[src/hdl/wake_flag_pkg.sv]
/*
 * Constants for the standby wake event flag block: register offsets,
 * field positions, reset values, source count and power state enum.
 * Assumes a 32-bit AXI4-Lite register bus on a single 100 MHz clock.
 */
// How it works
// RULE_01: enabled sources ORed into one rising-edge detector
// RULE_02: standby entry with flag set exits at once
// RULE_03: writing one to clear bit resets flag
// RULE_04: source held high during clear masks later edges
// RULE_05: software disables, clears, re-enables, then enters standby
// RULE_06: source still high: enter, wake at once, power reset
// RULE_07: clear bit ignores zero, always reads zero
package wake_flag_pkg;
	localparam int NUM_SRC = 4;
	localparam int CLK_HZ = 100_000_000;
	// register byte offsets
	localparam logic [7:0] OFS_CTRL = 8'h00;
	localparam logic [7:0] OFS_STATUS = 8'h04;
	localparam logic [7:0] OFS_IRQ_STATUS = 8'h08;
	localparam logic [7:0] OFS_IRQ_CLEAR = 8'h0C;
	localparam logic [7:0] OFS_IRQ_ENABLE = 8'h10;
	// ctrl fields
	localparam int CTRL_CLEAR_BIT = 0;
	localparam int CTRL_STANDBY_BIT = 1;
	localparam int CTRL_SRC_EN_LSB = 8;
	// status fields
	localparam int STAT_FLAG_BIT = 0;
	localparam int STAT_STANDBY_BIT = 1;
	localparam int STAT_COMB_BIT = 2;
	localparam int STAT_SRC_LSB = 8;
	// interrupt event bits
	localparam int IRQ_FLAG_SET = 0;
	localparam int IRQ_WAKE = 1;
	localparam int IRQ_W = 2;
	localparam logic [NUM_SRC-1:0] SRC_EN_RESET = 4'h0;
	localparam logic [1:0] RESP_OKAY = 2'b00;
	localparam logic [1:0] RESP_SLVERR = 2'b10;
	typedef enum logic [1:0] {PWR_RUN, PWR_STANDBY, PWR_RESET} pwr_state_t;
endpackage

[src/hdl/wake_edge_detect.sv]
/*
 * Rising-edge detector on the combined wake level.
 * Assumes the level is synchronous to core_clk.
 */
`timescale 1ns/1ps
`default_nettype none
module wake_edge_detect (
	// clock and reset
	input wire logic core_clk,
	input wire logic sys_rst,
	// level in, edge out
	input wire logic level,
	output logic risePulse
);
	logic prev_reg;

	// prior level held; a level stuck high produces no further edges
	always_ff @(posedge core_clk) begin
		if (sys_rst)
			prev_reg <= 1'b0;
		else
			prev_reg <= level;
	end

	assign risePulse = level & ~prev_reg; // RULE_04
endmodule
`default_nettype wire

[src/hdl/standby_wakeup_flag_logic.sv]
/*
 * Standby wake event flag logic with AXI4-Lite registers and interrupt.
 * Assumes wake sources are synchronous to core_clk; powerReset is a
 * one-cycle request consumed by the reset controller outside.
 */
// Our own choices: the address map and the AXI4-Lite slave port.
`timescale 1ns/1ps
`default_nettype none
module standby_wakeup_flag_logic
	import wake_flag_pkg::*;
(
	// clock and reset
	input wire logic core_clk,
	input wire logic sys_rst,
	// wake sources
	input wire logic [NUM_SRC-1:0] wakeSrc,
	// power control
	output logic inStandby,
	output logic powerReset,
	output logic irq,
	// axi4-lite write address
	input wire logic [7:0] s_axi_awaddr,
	input wire logic s_axi_awvalid,
	output logic s_axi_awready,
	// axi4-lite write data
	input wire logic [31:0] s_axi_wdata,
	input wire logic [3:0] s_axi_wstrb,
	input wire logic s_axi_wvalid,
	output logic s_axi_wready,
	// axi4-lite write response
	output logic [1:0] s_axi_bresp,
	output logic s_axi_bvalid,
	input wire logic s_axi_bready,
	// axi4-lite read
	input wire logic [7:0] s_axi_araddr,
	input wire logic s_axi_arvalid,
	output logic s_axi_arready,
	output logic [31:0] s_axi_rdata,
	output logic [1:0] s_axi_rresp,
	output logic s_axi_rvalid,
	input wire logic s_axi_rready
);
	logic [NUM_SRC-1:0] srcEn_reg;
	logic wake_event_flag_reg;
	logic [IRQ_W-1:0] irqStat_reg;
	logic [IRQ_W-1:0] irqEn_reg;
	pwr_state_t pwr_reg;
	logic powerReset_reg;
	logic [7:0] awAddr_reg;
	logic awHave_reg;
	logic [31:0] wData_reg;
	logic [3:0] wStrb_reg;
	logic wHave_reg;
	logic bvalid_reg;
	logic [1:0] bresp_reg;
	logic rvalid_reg;
	logic [31:0] rdata_reg;
	logic [1:0] rresp_reg;

	function automatic logic isMapped(input logic [7:0] a);
		isMapped = (a == OFS_CTRL) || (a == OFS_STATUS) || (a == OFS_IRQ_STATUS)
			|| (a == OFS_IRQ_CLEAR) || (a == OFS_IRQ_ENABLE);
	endfunction

	// write path: address and data latched in either order
	wire doWrite = awHave_reg & wHave_reg & ~bvalid_reg;
	wire wrCtrl = doWrite & (awAddr_reg == OFS_CTRL) & wStrb_reg[0];
	wire wrCtrlHi = doWrite & (awAddr_reg == OFS_CTRL) & wStrb_reg[1];
	wire wrIrqClr = doWrite & (awAddr_reg == OFS_IRQ_CLEAR) & wStrb_reg[0];
	wire wrIrqEn = doWrite & (awAddr_reg == OFS_IRQ_ENABLE) & wStrb_reg[0];
	// a zero in the clear bit does nothing; bit is never stored
	wire wake_event_flag_clear = wrCtrl & wData_reg[CTRL_CLEAR_BIT]; // RULE_07
	wire standbyReq = wrCtrl & wData_reg[CTRL_STANDBY_BIT];

	// combined level and single edge detector
	wire combLevel = |(wakeSrc & srcEn_reg); // RULE_01
	logic edgeSeen;
	wake_edge_detect edgeDet (
		.core_clk(core_clk),
		.sys_rst(sys_rst),
		.level(combLevel),
		.risePulse(edgeSeen)
	);

	// flag set beats clear so a coincident edge is not lost
	wire flagNext = edgeSeen | (wake_event_flag_reg & ~wake_event_flag_clear); // RULE_01 RULE_03
	// leaving standby: flag already set at entry, or a new edge while in it
	wire wakeNow = (pwr_reg == PWR_STANDBY) & wake_event_flag_reg; // RULE_02 RULE_06
	wire [IRQ_W-1:0] irqEvt = {wakeNow, edgeSeen};

	assign s_axi_awready = ~awHave_reg;
	assign s_axi_wready = ~wHave_reg;
	assign s_axi_arready = ~rvalid_reg;
	assign s_axi_bvalid = bvalid_reg;
	assign s_axi_bresp = bresp_reg;
	assign s_axi_rvalid = rvalid_reg;
	assign s_axi_rdata = rdata_reg;
	assign s_axi_rresp = rresp_reg;
	assign inStandby = (pwr_reg == PWR_STANDBY);
	assign powerReset = powerReset_reg;
	assign irq = |(irqStat_reg & irqEn_reg);

	// read mux; clear bit reads zero always
	wire [31:0] ctrlRd = {{(24-NUM_SRC){1'b0}}, srcEn_reg, 8'h00}; // RULE_07
	wire [31:0] statRd = {{(24-NUM_SRC){1'b0}}, wakeSrc, 5'h00, combLevel,
		inStandby, wake_event_flag_reg};
	wire [31:0] rdMux = (s_axi_araddr == OFS_CTRL) ? ctrlRd :
		(s_axi_araddr == OFS_STATUS) ? statRd :
		(s_axi_araddr == OFS_IRQ_STATUS) ? {{(32-IRQ_W){1'b0}}, irqStat_reg} :
		(s_axi_araddr == OFS_IRQ_ENABLE) ? {{(32-IRQ_W){1'b0}}, irqEn_reg} :
		32'h0000_0000;

	// bus channel holding registers
	always_ff @(posedge core_clk) begin
		if (sys_rst) begin
			awHave_reg <= 1'b0;
			wHave_reg <= 1'b0;
			awAddr_reg <= 8'h00;
			wData_reg <= 32'h0000_0000;
			wStrb_reg <= 4'h0;
			bvalid_reg <= 1'b0;
			bresp_reg <= RESP_OKAY;
		end else begin
			if (s_axi_awvalid & ~awHave_reg) begin
				awHave_reg <= 1'b1;
				awAddr_reg <= s_axi_awaddr;
			end
			if (s_axi_wvalid & ~wHave_reg) begin
				wHave_reg <= 1'b1;
				wData_reg <= s_axi_wdata;
				wStrb_reg <= s_axi_wstrb;
			end
			if (doWrite) begin
				awHave_reg <= 1'b0;
				wHave_reg <= 1'b0;
				bvalid_reg <= 1'b1;
				bresp_reg <= isMapped(awAddr_reg) ? RESP_OKAY : RESP_SLVERR;
			end else if (bvalid_reg & s_axi_bready) begin
				bvalid_reg <= 1'b0;
			end
		end
	end

	// read channel: one cycle after address taken
	always_ff @(posedge core_clk) begin
		if (sys_rst) begin
			rvalid_reg <= 1'b0;
			rdata_reg <= 32'h0000_0000;
			rresp_reg <= RESP_OKAY;
		end else if (s_axi_arvalid & ~rvalid_reg) begin
			rvalid_reg <= 1'b1;
			rdata_reg <= rdMux;
			rresp_reg <= isMapped(s_axi_araddr) ? RESP_OKAY : RESP_SLVERR;
		end else if (rvalid_reg & s_axi_rready) begin
			rvalid_reg <= 1'b0;
		end
	end

	// source enables and flag
	always_ff @(posedge core_clk) begin
		if (sys_rst) begin
			srcEn_reg <= SRC_EN_RESET;
			wake_event_flag_reg <= 1'b0;
		end else begin
			if (wrCtrlHi)
				srcEn_reg <= wData_reg[CTRL_SRC_EN_LSB +: NUM_SRC];
			wake_event_flag_reg <= flagNext; // RULE_03
		end
	end

	// interrupt status: set wins over software clear
	always_ff @(posedge core_clk) begin
		if (sys_rst) begin
			irqStat_reg <= '0;
			irqEn_reg <= '0;
		end else begin
			irqStat_reg <= irqEvt | (irqStat_reg & ~(wrIrqClr ? wData_reg[IRQ_W-1:0] : '0));
			if (wrIrqEn)
				irqEn_reg <= wData_reg[IRQ_W-1:0];
		end
	end

	// power state: entry from run always honoured, even if a wake is pending
	always_ff @(posedge core_clk) begin
		if (sys_rst) begin
			pwr_reg <= PWR_RUN;
			powerReset_reg <= 1'b0;
		end else begin
			powerReset_reg <= 1'b0;
			case (pwr_reg)
				PWR_RUN: begin
					if (standbyReq)
						pwr_reg <= PWR_STANDBY; // RULE_06
				end
				PWR_STANDBY: begin
					if (wakeNow) begin
						pwr_reg <= PWR_RESET;
						powerReset_reg <= 1'b1; // RULE_06
					end
				end
				PWR_RESET: begin
					pwr_reg <= PWR_RUN;
				end
				default: begin
					pwr_reg <= PWR_RUN;
				end
			endcase
		end
	end
endmodule
`default_nettype wire

[config.mk]
export PLATFORM = sky130hd
export DESIGN_NAME = standby_wakeup_flag_logic
export DESIGN_NICKNAME = d
export VERILOG_FILES = /design/src/hdl/wake_flag_pkg.sv /design/src/hdl/wake_edge_detect.sv /design/src/hdl/standby_wakeup_flag_logic.sv
export SDC_FILE = /design/constraint.sdc
export NUM_CORES = 1
export LEC_CHECK = 0
export BUFFER_PORTS_ARGS = -buffer_cell sky130_fd_sc_hd__buf_2
export CORE_MARGIN = 2
export CORE_UTILIZATION = 48
export CTS_BUF_LIST = sky130_fd_sc_hd__clkbuf_16
export CTS_CLUSTER_SIZE = 25
export DETAILED_ROUTE_END_ITERATION = 8
export PLACE_DENSITY = 0.84
export SLEW_MARGIN = 20
export SYNTH_ARGS = -nofsm -noshare
export SYNTH_HDL_FRONTEND = slang
export SYNTH_SLANG_ARGS = --single-unit
[constraint.sdc]
create_clock -name core_clk -period 2.12 [get_ports core_clk]
set_input_delay 0.318 -clock core_clk [delete_from_list [all_inputs] [get_ports core_clk]]
set_output_delay 0.318 -clock core_clk [all_outputs]
set_load 0.005 [all_outputs]
# Yosys cells after proc, flatten, opt, wreduce, memory -nomap -nowiden
# Cells that the tools add are included.
[totals]
reg_bits = 75
input_bits = 63
output_inout_bits = 44
word_cells = 93
[classes]
eq_ne = 11
n_mux = 15
bitwise_logic = 32
reduce_logical = 18
[ops]
columns = ["operator", "count"]
rows = [
  ["equality test 8 x 4 -> 1 bit, second input constant", 4],
  ["2-to-1 mux 12 bit", 2],
  ["bitwise AND 1 bit", 19],
  ["equality test 8 x 3 -> 1 bit, second input constant", 2],
  ["equality test 8 x 5 -> 1 bit, second input constant", 2],
  ["logical NOT 8 bit", 2],
  ["2-to-1 mux 2 bit", 7],
  ["logical OR 1 bit", 8],
  ["inverter 1 bit", 7],
  ["OR reduction 2 bit", 3],
  ["2-to-1 mux 1 bit", 5],
  ["bitwise AND 2 bit", 2],
  ["bitwise AND 4 bit", 1],
  ["one-hot mux 2 bit (2 select lines)", 1],
  ["nonzero test 2 bit", 2],
  ["OR reduction 4 bit", 1],
  ["equality test 2 x 1 -> 1 bit, second input constant", 1],
  ["logical NOT 2 bit", 1],
  ["inequality test 2 x 1 -> 1 bit, second input constant", 1],
  ["inequality test 2 bit, second input constant", 1],
  ["inverter 2 bit", 1],
  ["bitwise OR 2 bit", 1],
  ["AND reduction 2 bit", 1],
  ["bitwise OR 1 bit", 1],
]

# Logic depth before layout (Yosys ltp)
# Gate-level depths: netlist of run 1.
[logic_depth]
depth_word = 8
mapped_depth = 5
ltp_nobuf = 4

# By module
# From an unflattened synthesis of run 1, not the netlist that was laid out.
[unflattened]
hier_cells = 212
area_unflattened_um2 = 1988.2
[by_module_without_submodules]
columns = ["module", "instances", "cells_each", "area_each_um2", "seq_area_each_um2"]
rows = [
  ["standby_wakeup_flag_logic", 1, 209, 1940.6, 820.8],
  ["wake_edge_detect", 1, 3, 47.5, 20.0],
]

# Least setup slack after synthesis of run 1
# No wires, ideal clock.
[synth_timing]
path_type = "reg2reg"
startpoint = "register awAddr_reg[1]"
endpoint = "register irqStat_reg[0]"
setup_ns = 0.130
t_arrival_ns = 1.311
required_time_ns = 1.990
slack_ns = 0.679
stages_incl_launch_ff = 5
n_path_buf = 1
period_less_slack_ns = 1.441
cell_sequence = "dfxtp_1 -> or4_1 -> buf_2 -> nor4b_2 -> o32ai_1"
[synth_between]
elab_chain_len = 7
[synth_rtl]
columns = ["element", "line", "text"]
rows = [
  ["start, declared", "standby_wakeup_flag_logic.sv:49", "logic [7:0] awAddr_reg;"],
  ["start signal, assigned", "standby_wakeup_flag_logic.sv:126", "awAddr_reg <= s_axi_awaddr;"],
  ["equality test 8 x 4 -> 1 bit", "standby_wakeup_flag_logic.sv:69", "wire wrIrqClr = doWrite & (awAddr_reg == OFS_IRQ_CLEAR) & wStrb_reg[0];"],
  ["bitwise AND 1 bit (2 in a row)", "standby_wakeup_flag_logic.sv:69", ""],
  ["2-to-1 mux 2 bit", "standby_wakeup_flag_logic.sv:177", "irqStat_reg <= irqEvt | (irqStat_reg & ~(wrIrqClr ? wData_reg[IRQ_W-1:0] : '0));"],
  ["inverter 2 bit", "standby_wakeup_flag_logic.sv:177", ""],
  ["bitwise AND 2 bit", "standby_wakeup_flag_logic.sv:177", ""],
  ["bitwise OR 2 bit", "standby_wakeup_flag_logic.sv:177", ""],
  ["end signal, assigned", "standby_wakeup_flag_logic.sv:177", ""],
  ["end, declared", "standby_wakeup_flag_logic.sv:45", "logic [IRQ_W-1:0] irqStat_reg;"],
]
# No other way between the ends.
# A chain may end at the register's enable or synchronous reset.

# Final worst setup path of run 1
# Ends and elaborated chain as after synthesis.

==> results.ini, run 1 <==
[power]
peakVddDrop_v=0.000544
finalPower_mw=1.73
powerDensity_nw_per_um2=727
p_leak_nw=1.04

[floorplanning]
die_area_sq_um=4810
io_pins=107
dieWidth_um=69.4
initial_core_util_pct=50.5
core-area_sq_um=4060
rows=23
die_h_um=69.4

[worst_setup_path]
path_buf_inv=0
r2r_cells=3
worst_ep_arrival_time_ns=1.80
slowest_stage=or4_1
critPathKind=reg -> reg
r2r-start=awAddr_reg[1]
endpoint_kind=flop
cpPeakStageDelay_ns=0.71
required_ns=2.25
r2r_setup_slack_ns=0.45
timing.rr.end=irqStat_reg[0]
cp_max_fo=9
cp-start-kind=flop
path_delay_family=simple AND/OR/NAND/NOR gates
cp-startpoint=awAddr_reg[1]
path_cells=or4_1 -> nor4b_2 -> o32ai_1

[final_layout]
utilization_pct=58.6
final_common_cell=buf_2
syn_to_final_growth_pct=16.0
final_cell_area_sq_um=2380
antenna_cells=0
mostFrequentLayoutCells=buf_2, dfxtp_1, nor2_1, conb_1, mux2i_1
largest_register_ffs=8
layout.nets=336
drive_above_1_share_pct=23.9

[placed_design]
placed_area_sq_um=2250
io_buffers=51
place_congestion=0.815
dp_slack_ns=0.490
hpwl_mm=3.04

[synth]
ys_ff_latch=42
synth_area_sq_um=2050
yosysUniqueCellTypes=42
synth_flop_cell=dfxtp_1
synth_edf_count=0
ys_seq_area_share_pct=41.0
async_flop_share_pct=0
syn_inst=222
yosysWarnings=0
syn-mean-instance-area_sq_um=9.24

[sta]
rsz0062_at_grt=no
finClkSkew_ns=0.00294
slew_violations=0
setup_viol=0
tightest_slew_ns=0.596
relSlewSlack_pct=59.7
fin_crit_sh_pct=78.7
tns_ns=0
max_freq_ghz=0.600
hold_viol_final=0
setup_ws_ns=0.452
final.min_clock_period_ns=1.67

[routing]
drt-initial-drc-count=55
postRouteAntennaNets=0
drt_first_pass_iters=4
wirelength_mm=4.04
drt-vias-per-instance=5.27
drcViolationCount=0
wl_per_cell_um=12.5
num_vias=1698

[global_routing]
first_global_vias=1486
grt_max_degree=36
grt_pass1_wl_mm=6.62
gr-total-overflow=0
track_usage_pct=16.8
antenna_found_initial=0

[clocking]
post_cts_resized=0
hold_buffers=0
path_clk_slew_ns=0.05
cts.sinks=42
clk_path_buf_depth=2
htree_levels=2
cts_tree=yes
post_cts_buffers=0
cts-root-buf=clkbuf_16
cts_made_buffers=5
insertion_delay_ns=0.28

[status]
outcome=complete, no violations

[min_path]
min_to=awAddr_reg[1]
min_path_type=in -> reg
hold_path_startpoint=s_axi_awaddr[1]
hold_depth=3

[flow_run]
maxCapViolCount=0

-- cell families after synthesis --
kind of cell,after synthesis,synth area share (%)
simple gates,79,23.8
buf+inv,46,13.6
flops,42,41.0
compound gates,34,11.7
mux,20,9.76
other cells,1,0.183
-- cells in the mapped netlist (all sizes together) (2+ instances only) --
| library cell | number | share of area (%) |
|---|---|---|
| o2bb2ai | 4 | 1.7 |
| or3b | 2 | 0.85 |
| nand3 | 3 | 0.73 |
| dfxtp | 42 | 41 |
| mux2i | 20 | 9.8 |
| nand4 | 9 | 2.7 |
| inv | 9 | 1.6 |
| o21ai | 4 | 0.98 |
| buf | 31 | 11 |
| nor4 | 5 | 2.1 |
| and3 | 3 | 0.92 |
| nand2b | 3 | 0.92 |
| clkbuf | 6 | 1.1 |
| nor2b | 5 | 1.5 |
| a21oi | 8 | 2.0 |
| or4 | 3 | 1.1 |
| a22oi | 2 | 0.73 |
| nor4b | 2 | 1.2 |
| nor4bb | 6 | 2.9 |
| nor3 | 4 | 0.98 |
| o32ai | 3 | 1.3 |
| o31ai | 7 | 2.6 |
| nor2 | 27 | 4.9 |
-- layer usage --
layer | GRT usage, % | part of all wire, % | vias up
met5 | 0 | 0 | -
met4 | 6.32 | 0.94 | 0
met3 | 6.69 | 7.8 | 4
met2 | 26.4 | 47 | 71
met1 | 20.7 | 44 | 773
li1 | - | - | 850
-- power by group --
group	switching, mW	internal (mW)	leakage, nW	total, mW
sequential	0.0270	0.818	0.342	0.845
clock	0.268	0.418	0.0632	0.686
combinational	0.111	0.0883	0.633	0.200
-- worst min-delay path: cells and delay by family --
| kind | cells | cell delay, ns |
|---|---|---|
| simple gates | 1 | 0.07 |
| buf+inv | 1 | 0.07 |
| mux | 1 | 0.05 |
-- how the worst max path moves through the flow --
stage,slack [ns],cells after the start,endpoint
after detailed placement,0.49,4,irqStat_reg[1]
after global placement,0.51,3,irqStat_reg[0]
final,0.45,3,irqStat_reg[0]
after global routing,0.40,3,irqStat_reg[0]
after CTS,0.45,3,irqStat_reg[0]
after floorplan,0.68,4,irqStat_reg[0]
-- final cells by class --
class	count	area [sq um]
fillers	359	1680
clock buffers	5	125
multi-input cells	160	1030
flip-flops and latches	42	841
clock inverters	1	3.75
inverters	9	33.8
repair buffers	55	285
well taps	50	62.6
-- through the flow --
step	hold slack, ns	instances
after floorplan	0.412	248
after global placement	0.432	316
after detailed placement	0.431	316
after CTS	0.273	322
after global routing	0.284	322
final	0.271	322
No activity file was read; power rests on OpenSTA's default activity.
==> run 2, diff against run 1 <==
- CORE_UTILIZATION: 48 -> 41
- PLACE_DENSITY: 0.84 -> 0.77
- clock period: 2.12 -> 1.5 ns (I/O delays scaled with it)
==> run 2 against run 1 <==
  * Critical path type unchanged
  * Clock skew increased by 0.0027 ns
  * First-iteration DRC count decreased by 9.1%
  * Final area increased by 5.7%
  * Worst setup slack got worse by 0.44 ns
==> results.ini, run 2 (synthesis results as in run 1) <==
[floorplanning]
initial_core_util_pct=42.8  ; -7.7 points
die_h_um=74.7  ; +7.7%
rows=25  ; +8.7%
die_area_sq_um=5580  ; +16%
dieWidth_um=74.7  ; +7.7%
core-area_sq_um=4790  ; +18%
io_pins=107  ; unchanged

[sta]
final.min_clock_period_ns=1.49  ; -0.181 ns
rsz0062_at_grt=yes
fin_crit_sh_pct=99.1  ; +20 points
finClkSkew_ns=0.00562  ; +0.00268 ns
max_freq_ghz=0.673  ; +12%
slew_violations=0  ; unchanged
setup_viol=0  ; unchanged
hold_viol_final=0  ; unchanged

[worst_setup_path]
critPathKind=reg -> reg
cp-startpoint=awAddr_reg[1]
endpoint_kind=flop
cp_max_fo=9  ; unchanged
cp-start-kind=flop
r2r_cells=4  ; +1
r2r_setup_slack_ns=0.01  ; -0.44 ns
required_ns=1.66  ; -0.59 ns
cp-endpoint=irqStat_reg[0]
timing.rr.end=irqStat_reg[0]
worst_ep_arrival_time_ns=1.65  ; -0.15 ns
r2r-start=awAddr_reg[1]

[global_routing]
grtUsageMet1_pct=19.9  ; -0.79 points
use_met2_pct=27.4  ; +1.0 points
grt_pass1_wl_mm=6.86  ; +3.5%
first_global_vias=1533  ; +3.2%
use_met3_pct=4.55  ; -2.1 points
gr-total-overflow=0  ; unchanged
track_usage_pct=16.2  ; -0.61 points
grt_max_degree=22  ; -39%
antenna_found_initial=0  ; unchanged
busiest_layer=met2

[placed_design]
io_buffers=51  ; unchanged
placed_cells=344  ; +8.9%
placed_area_sq_um=2350  ; +4.6%
hpwl_mm=3.29  ; +8.2%
place_congestion=0.859  ; +5.4%

[power]
peakVddDrop_v=0.000648  ; +19%
p_leak_nw=1.11  ; +7.0%
powerDensity_nw_per_um2=990  ; +36%

[clocking]
cts.sinks=42  ; unchanged
path_clk_slew_ns=0.06  ; about the same
htree_levels=2  ; unchanged
cts_made_buffers=5  ; unchanged
clk_path_buf_depth=2  ; unchanged
cts_tree=yes
insertion_delay_ns=0.28  ; about the same
post_cts_buffers=0  ; unchanged
cts-root-buf=clkbuf_16

[final_layout]
largest_register_ffs=8  ; unchanged
final_common_cell=buf_2
syn_to_final_growth_pct=22.6
fin_cells=350  ; +8.7%
antenna_cells=0  ; unchanged
nFillCells=460  ; +28%
mostFrequentLayoutCells=buf_2, dfxtp_1, nor2_1, conb_1, mux2i_1
layout.nets=347  ; +3.3%
final_cell_area_sq_um=2510  ; +5.7%
drive_above_1_share_pct=27.9  ; +4.0 points

[routing]
wirelength_mm=4.36  ; +7.9%
postRouteAntennaNets=0  ; unchanged
num_vias=1707  ; +0.53%
drt-vias-per-instance=4.88  ; -7.5%
wl_per_cell_um=12.5  ; -0.71%
drt-initial-drc-count=50  ; -9.1%
drcViolationCount=0  ; unchanged
drt_first_pass_iters=4  ; unchanged

[status]
outcome=complete, no violations

[flow_run]
maxCapViolCount=0  ; unchanged

[min_path]
hold_path_startpoint=s_axi_wstrb[0]
min_path_type=in -> reg

[run 2: changes by cell type in the layout (fill, tap and decap cells not counted), sizes merged]
cell  delta
buf     +11
[run 2: timing repair]
item                                    4_1_cts  5_1_grt
resized for setup                             2        4
hold buffers                                  0        0
pin swaps                                     0        0
endpoints found under the setup margin        2        6
[run 2: power breakdown]
part	total [mW]	leakage [nW]	internal, mW	switching [mW]
clock	0.970	0.0632	0.591	0.380
sequential	1.19	0.343	1.16	0.0351
combinational	0.329	0.705	0.154	0.175
[run 2: per-layer routing]
metal / wire, um / vias up / part of all wire, %
li1: - / 871 / -
met1: 1960 / 771 / 45
met2: 2090 / 60 / 48
met3: 261 / 5 / 6.0
met4: 54 / 0 / 1.2
met5: 0 / - / 0
[run 2: layout make-up]
class	count	area, sq um	share of cell area, %
Clock buffer	5	125	4.98
Clock inverter	1	3.75	0.149
Timing Repair Buffer	66	372	14.8
Inverter	9	33.8	1.34
Tap cell	67	83.8	3.33
Sequential cell	42	842	33.5
Multi-Input combinational cell	160	1050	41.9
[run 2: worst min path at each step]
stage                     endpoint  depth (start not counted)
3_5_place_dp   wake_event_flag_reg                          1
3_3_place_gp   wake_event_flag_reg                          1
5_1_grt              awAddr_reg[4]                          3
4_1_cts               wStrb_reg[0]                          3
2_1_floorplan        wData_reg[10]                          2
6_report              wStrb_reg[0]                          3
[run 2: critical path, cell delays in order, from the launching register on]
cell,delay [ns]
dfxtp_1,0.31
or4_1,0.53
buf_6,0.16
nor4b_4,0.26
o32ai_1,0.11
[run 2: through the flow]
step	TNS, ns	util, %	hold WS, ns	power, mW	worst slack, ns
final	0	52.5	0.183	2.49	0.0133
after global routing	-0.0991	52.5	0.186	2.61	-0.0403
after CTS	-0.00502	52.2	0.180	2.51	-0.00502
after detailed placement	0	49.2	0.435	1.53	0.0248
after global placement	0	49.2	0.434	1.52	0.0122
after floorplan	0	-	0.372	1.44	0.0588
